--- src/inc/raster_irq_pkg.sv ---
/*
  Register map, bit positions and sizes for the raster, blanking and interrupt
  block. Assumes a byte-wide processor port with a 16-bit address.
*/
package raster_irq_pkg;

  localparam int ADDR_W = 16;
  localparam int DATA_W = 8;
  localparam int LINE_W = 9;

  // ==========================================================
  // register offsets
  localparam logic [15:0] DISPLAY_CONTROL_ADDR = 16'hd011;
  localparam logic [15:0] RASTER_LINE_ADDR     = 16'hd012;
  localparam logic [15:0] IRQ_STATUS_ADDR      = 16'hd019;
  localparam logic [15:0] IRQ_ENABLE_ADDR      = 16'hd01a;

  // ==========================================================
  // field positions
  localparam int CTRL_LINE_MSB_BIT = 7;
  localparam int CTRL_SHOW_BIT     = 4;
  localparam int RASTER_MATCH_BIT  = 0;
  localparam int SPR_BG_BIT        = 1;
  localparam int SPR_SPR_BIT       = 2;
  localparam int LIGHT_PEN_BIT     = 3;
  localparam int IRQ_ANY_BIT       = 7;
  localparam int SOURCE_CNT        = 4;

  // ==========================================================
  // reset values (none documented; display shown, all sources off)
  localparam logic [7:0] CTRL_RESET   = 8'h10;
  localparam logic [8:0] TARGET_RESET = 9'h000;
  localparam logic [3:0] FLAGS_RESET  = 4'h0;
  localparam logic [7:0] UNUSED_READ  = 8'hff;

  // ==========================================================
  // frame geometry
  localparam int LINES_PER_FRAME = 312;
  localparam int CYCLES_PER_LINE = 63;

endpackage : raster_irq_pkg

--- src/rtl/raster_irq_and_blanking.sv ---
/*
  Display blanking, raster line counter with compare, and latched interrupt
  status/enable with one interrupt request output.
  Assumes a synchronous byte-wide host port on the same clock; collision and
  light pen inputs come from outside and are synchronised here.
  Collision inputs are taken as levels: one held high keeps its flag set
  through a clear, so the source must drop before software acknowledges.
  The light pen pin idles high; only a fall counts, and only once per frame.
*/
`timescale 1ns/10ps
`default_nettype none

module raster_irq_and_blanking #(
  parameter int LINES  = raster_irq_pkg::LINES_PER_FRAME,
  parameter int CYCLES = raster_irq_pkg::CYCLES_PER_LINE
) (
  input  wire logic        clock,
  input  wire logic        reset_n,
  input  wire logic        busSelect,
  input  wire logic        busWrite,
  input  wire logic [15:0] busAddr,
  input  wire logic [7:0]  busWriteData,
  output logic      [7:0]  busReadData,
  input  wire logic        spriteBackgroundHit,
  input  wire logic        spriteSpriteHit,
  input  wire logic        lightPenIn,
  input  wire logic        badLineRequest,
  output logic             displayEnable,
  output logic             busStealRequest,
  output logic             irqRequest,
  output logic [8:0]       rasterLine
);

  // ==========================================================
  // input synchronisers, one two-stage chain per pin
  localparam int         SYNC_CNT  = 3;
  localparam int         PEN_SYNC  = 2;
  // chains reset to idle pin levels: a low pen chain would fake a fall
  localparam logic [2:0] SYNC_IDLE = 3'h4;

  logic [SYNC_CNT-1:0] pinRaw;
  logic [SYNC_CNT-1:0] syncA_ff;
  logic [SYNC_CNT-1:0] syncB_ff;
  logic                penPrev_ff;
  logic                sbHitS;
  logic                ssHitS;
  logic                penS;

  assign pinRaw = {lightPenIn, spriteSpriteHit, spriteBackgroundHit};

  genvar gs;
  generate
    for (gs = 0; gs < SYNC_CNT; gs++) begin : g_sync
      always_ff @(posedge clock) begin
        if (!reset_n) begin
          syncA_ff[gs] <= SYNC_IDLE[gs];
          syncB_ff[gs] <= SYNC_IDLE[gs];
        end else begin
          syncA_ff[gs] <= pinRaw[gs];
          syncB_ff[gs] <= syncA_ff[gs];
        end
      end
    end
  endgenerate

  always_ff @(posedge clock) begin
    if (!reset_n) begin
      penPrev_ff <= SYNC_IDLE[PEN_SYNC];
    end else begin
      penPrev_ff <= syncB_ff[PEN_SYNC];
    end
  end

  assign sbHitS = syncB_ff[0];
  assign ssHitS = syncB_ff[1];
  assign penS   = syncB_ff[PEN_SYNC];

  // ==========================================================
  // raster position
  logic [6:0] dotCnt_ff;
  logic [6:0] nxt_dotCnt;
  logic [8:0] line_ff;
  logic [8:0] nxt_line;
  logic       lineStart;
  logic       frameStart;

  always_comb begin
    nxt_dotCnt = dotCnt_ff + 7'h01;
    nxt_line   = line_ff;
    lineStart  = 1'b0;
    frameStart = 1'b0;
    if (dotCnt_ff == 7'(CYCLES - 1)) begin
      nxt_dotCnt = 7'h00;
      lineStart  = 1'b1;
      if (line_ff == 9'(LINES - 1)) begin
        nxt_line   = 9'h000;
        frameStart = 1'b1;
      end else begin
        nxt_line = line_ff + 9'h001;
      end
    end
  end

  always_ff @(posedge clock) begin
    if (!reset_n) begin
      dotCnt_ff <= 7'h00;
      line_ff   <= 9'h000;
    end else begin
      dotCnt_ff <= nxt_dotCnt;
      line_ff   <= nxt_line;
    end
  end

  assign rasterLine = line_ff;

  // ==========================================================
  // registers and interrupt latches
  logic [7:0] ctrl_ff;
  logic [7:0] nxt_ctrl;
  logic [8:0] target_ff;
  logic [8:0] nxt_target;
  logic [3:0] flags_ff;
  logic [3:0] nxt_flags;
  logic [3:0] enable_ff;
  logic [3:0] nxt_enable;
  logic       penDone_ff;
  logic       nxt_penDone;
  logic       penEvent;
  logic       matchPrev_ff;
  logic       lineMatch;
  logic [3:0] events;
  logic [3:0] clearMask;
  logic       wrCtrl;
  logic       wrLine;
  logic       wrStatus;
  logic       wrEnable;

  assign wrCtrl   = busSelect && busWrite && busAddr == raster_irq_pkg::DISPLAY_CONTROL_ADDR;
  assign wrLine   = busSelect && busWrite && busAddr == raster_irq_pkg::RASTER_LINE_ADDR;
  assign wrStatus = busSelect && busWrite && busAddr == raster_irq_pkg::IRQ_STATUS_ADDR;
  assign wrEnable = busSelect && busWrite && busAddr == raster_irq_pkg::IRQ_ENABLE_ADDR;

  assign lineMatch = (line_ff == target_ff);

  always_comb begin
    nxt_ctrl   = ctrl_ff;
    nxt_target = target_ff;
    clearMask  = 4'h0;
    // writes load target, never live count
    if (wrCtrl) begin
      nxt_ctrl = busWriteData;
      nxt_target[8] = busWriteData[raster_irq_pkg::CTRL_LINE_MSB_BIT];
    end
    if (wrLine) begin
      nxt_target[7:0] = busWriteData;
    end
    if (wrStatus) begin
      clearMask = busWriteData[3:0];
    end
  end

  always_ff @(posedge clock) begin
    if (!reset_n) begin
      ctrl_ff      <= raster_irq_pkg::CTRL_RESET;
      target_ff    <= raster_irq_pkg::TARGET_RESET;
      matchPrev_ff <= 1'b0;
    end else begin
      ctrl_ff      <= nxt_ctrl;
      target_ff    <= nxt_target;
      matchPrev_ff <= lineMatch;
    end
  end

  // ==========================================================
  // light pen arming
  // a fall on the frame's last cycle still counts, charged to the new frame
  // falling edge, once per frame
  always_comb begin
    nxt_penDone = penDone_ff;
    penEvent    = 1'b0;
    if (frameStart) begin
      nxt_penDone = 1'b0;
    end
    if (penPrev_ff && !penS && (!penDone_ff || frameStart)) begin
      penEvent    = 1'b1;
      nxt_penDone = 1'b1;
    end
  end

  always_ff @(posedge clock) begin
    if (!reset_n) begin
      penDone_ff <= 1'b0;
    end else begin
      penDone_ff <= nxt_penDone;
    end
  end

  // ==========================================================
  // event sources
  always_comb begin
    events = 4'h0;
    events[raster_irq_pkg::RASTER_MATCH_BIT] = lineMatch && !matchPrev_ff;
    events[raster_irq_pkg::SPR_BG_BIT] = sbHitS;
    events[raster_irq_pkg::SPR_SPR_BIT] = ssHitS;
    events[raster_irq_pkg::LIGHT_PEN_BIT] = penEvent;
  end

  // ==========================================================
  // per-source latches and enables
  // a set arriving with its clear wins, so no event is ever lost
  genvar gf;
  generate
    for (gf = 0; gf < raster_irq_pkg::SOURCE_CNT; gf++) begin : g_flag
      always_comb begin
        nxt_flags[gf]  = flags_ff[gf];
        nxt_enable[gf] = enable_ff[gf];
        if (clearMask[gf]) begin
          nxt_flags[gf] = 1'b0;
        end
        if (events[gf]) begin
          nxt_flags[gf] = 1'b1;
        end
        if (wrEnable) begin
          nxt_enable[gf] = busWriteData[gf];
        end
      end

      always_ff @(posedge clock) begin
        if (!reset_n) begin
          flags_ff[gf]  <= raster_irq_pkg::FLAGS_RESET[gf];
          enable_ff[gf] <= raster_irq_pkg::FLAGS_RESET[gf];
        end else begin
          flags_ff[gf]  <= nxt_flags[gf];
          enable_ff[gf] <= nxt_enable[gf];
        end
      end
    end
  endgenerate

  // ==========================================================
  // outputs
  logic       irqAny;
  logic [7:0] nxt_readData;

  assign irqAny = |(flags_ff & enable_ff);

  assign irqRequest = irqAny;

  assign displayEnable = ctrl_ff[raster_irq_pkg::CTRL_SHOW_BIT];

  // no display fetch stealing while blanked
  assign busStealRequest = badLineRequest && ctrl_ff[raster_irq_pkg::CTRL_SHOW_BIT];

  // read data holds until the next read, so a slow host may sample late
  always_comb begin
    nxt_readData = busReadData;
    if (busSelect && !busWrite) begin
      case (busAddr)
        // live top bit in bit 7
        raster_irq_pkg::DISPLAY_CONTROL_ADDR: nxt_readData = {line_ff[8], ctrl_ff[6:0]};
        raster_irq_pkg::RASTER_LINE_ADDR:     nxt_readData = line_ff[7:0];
        // summary bit 7, unused bits read one
        raster_irq_pkg::IRQ_STATUS_ADDR:      nxt_readData = {irqAny, 3'h7, flags_ff};
        raster_irq_pkg::IRQ_ENABLE_ADDR:      nxt_readData = {4'hf, enable_ff};
        default:                              nxt_readData = raster_irq_pkg::UNUSED_READ;
      endcase
    end
  end

  always_ff @(posedge clock) begin
    if (!reset_n) begin
      busReadData <= 8'h00;
    end else begin
      busReadData <= nxt_readData;
    end
  end

endmodule : raster_irq_and_blanking

`default_nettype wire

--- config.mk ---
export PLATFORM = sky130hd
export DESIGN_NAME = raster_irq_and_blanking
export DESIGN_NICKNAME = d
export VERILOG_FILES = /design/src/inc/raster_irq_pkg.sv /design/src/rtl/raster_irq_and_blanking.sv
export SDC_FILE = /design/constraint.sdc
export NUM_CORES = 1
export LEC_CHECK = 0
export BUFFER_PORTS_ARGS = -buffer_cell sky130_fd_sc_hd__buf_2
export CORE_ASPECT_RATIO = 0.5
export CORE_UTILIZATION = 50
export DETAILED_ROUTE_END_ITERATION = 6
export PLACE_DENSITY_LB_ADDON = 0.15
export SLEW_MARGIN = 30
export SYNTH_ARGS = -nofsm -noshare
export SYNTH_HDL_FRONTEND = slang
export SYNTH_SLANG_ARGS = --single-unit
--- constraint.sdc ---
create_clock -name clock -period 2.1 [get_ports clock]
set_clock_uncertainty 0.05 [all_clocks]
set_input_delay 0.315 -clock clock [delete_from_list [all_inputs] [get_ports clock]]
set_output_delay 0.315 -clock clock [all_outputs]
set_load 0.01 [all_outputs]
==> results.md <==
- Status: complete, no violations
- Post-CTS Setup Inserts: 0
- Total die area: 5640 um2
- Min cycle time layout: 1.79 ns
- Hold WC Path Type: input pin to flip-flop
- Measured slew at the worst slew-check pin: 0.643 ns
- Fin cells: 447
- Critical Path End Type: flip-flop
- CP bufs+invs: 1
- Core area: 5020 um2
- Max_cap viols: 0
- Initial antenna violation count: 0
- Synthesized net count: 342
- Pleak: 1.23 nW
- Skew-Pair Late Insertion Delay: 0.34 ns
- Most frequent cell after synthesis: dfxtp_1
- Post-synth EDFFs: 0
- CTS Hold Buffers Added: 0
- Relative slew margins: 57.0%
- RSZ-0062 raised after global routing: no
- Vias per std cell: 5.70
- DP Area: 3080 um2
- CP arrival: 2.01 ns
- Initial DRC Count: 146
- Antenna-violating nets left: 0
- Design area: 3310 um2
- Post-synth cell types: 41
- Vias: 2546
- Post-synth top area cell: dfxtp_1
- Critical Path Source Type: input pin
- Die Width: 105 um
- Remaining Overflow, GRT: 0
- Initial Util: 53.1%
- Post-Syn Area per Cell: 8.68 um2
- Slew Limit Fails: 0
- Crit-path max FO: 5
- Placed cells: 431
- Vias in the first global route: 2367
- Yosys reg bits: 57
- Final worst slack: 0.309 ns
- Largest cells by area after synthesis: dfxtp_1 (43%), xnor2_1 (5.6%), nand3_1 (5.4%), a21oi_1 (4.3%), o21ai_1 (3.6%)
- Fmax: 558 MHz
- Final HPWL from detailed placement: 5160 um
- Total Power: 2.45 mW
- Netlist Area Pre-Place: 2670 um2
- Final Hold Vio Count: 0
- Yosys top cell area share: 42.8%
- # IOs: 52
- DRC: 0
- Synth Flop Type: dfxtp_1
- Num CTS Buffers: 9
- First-pass iteration count of the detailed router: 5
- GRT Total Usage: 26.1%
- Routability Congestion: 0.852
- Syn Inst Count: 307
- Asr flop ratio synth: 0%
- Total wire length: 6960 um
- Row cnt: 18
- Net count, final: 407
- Largest net degree at the start of global routing: 25
- Yosys warnings: 0
- Crit-path leading delay family: simple AND/OR/NAND/NOR gates
- Final setup vio count: 0
- TritonCTS clock tree: yes
- Max VDD drop: 0.575 mV
- Clk root buf: clkbuf_8
- Clock transition at the registers of the reported paths: 0.06 ns
- Num Clock Sinks: 57
- Clk buf depth: 2
- Tcrit/Tclk final: 85.3%
- Slowest CP cell: or4b_1
- Port Buf Inserts: 51
- Area Growth Syn to Fin: 24.2%
- Top post-synthesis cells by count: dfxtp_1 (57), nand3_1 (29), a21oi_1 (23), nand2_1 (19), o21ai_1 (19)
- Cell breakdown of the critical path: buf_2 -> or4b_1 -> nor4_2 -> a22oi_1 -> a31oi_1
- DP Worst Slack: -0.0226 ns
- H-tree depth: 3
- Max incr delay on CP: 0.70 ns
- Layout Utilization: 65.9%
- # resized after CTS: 0
- Sequential area share after synthesis: 42.8%
- Type of the worst setup path: input pin to flip-flop
- Req. time, crit path: 2.32 ns
- Pwr dens: 742 nW/um2
- Die H: 53.6 um
- Hold Slack: 0.104 ns
- Number of antenna diodes: 0
- Total Neg Setup Slack: 0 ns
- Layout cells sized above 1: 25.7%
- WL per Instance: 15.6 um
- R2R setup slack: 0.51 ns
- First-pass GRT wire length: 11000 um
-- power breakdown --
group / switching (mW) / total (mW) / leakage (nW) / internal [mW]
logic: 0.0983 / 0.165 / 0.650 / 0.0664
registers: 0.0165 / 1.13 / 0.464 / 1.11
clock network: 0.435 / 1.16 / 0.115 / 0.728
-- path summary, 6_finish.rpt --
path | startpoint | endpoint | cells past startpoint
max | busAddr[5] | busReadData[2] | 5
min | lightPenIn | syncA_ff[2] | 2
max reg2reg | dotCnt_ff[0] | rasterLine[5] | 7
min reg2reg | syncA_ff[2] | penS | 1
-- cell families (layout without fill, tap and decap cells) --
group,after synthesis,after routing,synth area share [%]
xor+xnor,21,21,6.90
fa+ha+maj,3,3,1.41
simple gates,118,118,27.0
buf+inv,24,94,3.61
flops,57,57,42.8
compound gates,84,84,18.3
-- state kept, by name, indices dropped and copies added, names as in the netlist, 3 cells and up --
| register | count |
|---|---|
| rasterLine | 9 |
| enable_ff | 4 |
| busReadData | 8 |
| target_ff | 9 |
| dotCnt_ff | 7 |
| syncA_ff | 3 |
| ctrl_ff | 7 |
| flags_ff | 4 |
-- layout by cell type (no fill, tap or decap), types with 2 or more instances in the layout --
cell       instances
or3_1              2
nor2_1            16
and2_1             7
nor3_1             7
xnor2_1           17
nand4b_1           2
nand4_1            7
nor4_4             3
or4b_1             3
a21oi_1           23
nand3_1           29
o21ai_0           18
a2111oi_0          4
nand2_1           19
nand2b_1           3
buf_4             18
nor4_1             6
nor4b_1            3
ha_1               3
bufinv_16          2
clkinv_2           2
xor2_1             4
dfxtp_1           57
clkbuf_8          11
a31oi_1            9
nor4_2             3
buf_2             51
inv_1              9
a22oi_1            6
o21ai_1           19
-- area by class of cell --
type | count | area [um2]
clock buffers | 11 | 151
clock inverters | 5 | 77.6
fillers | 432 | 1710
inverters | 9 | 33.8
multi-input cells | 226 | 1430
flip-flops and latches | 57 | 1140
well taps | 70 | 87.6
repair buffers | 69 | 390
-- metal layers --
metal,GRT usage (%),share of wire (%)
met4,5.87,0.65
met5,0,0
met1,33.1,47
met2,43.0,44
met3,10.2,8.1
(Power assumes the default switching activity.)
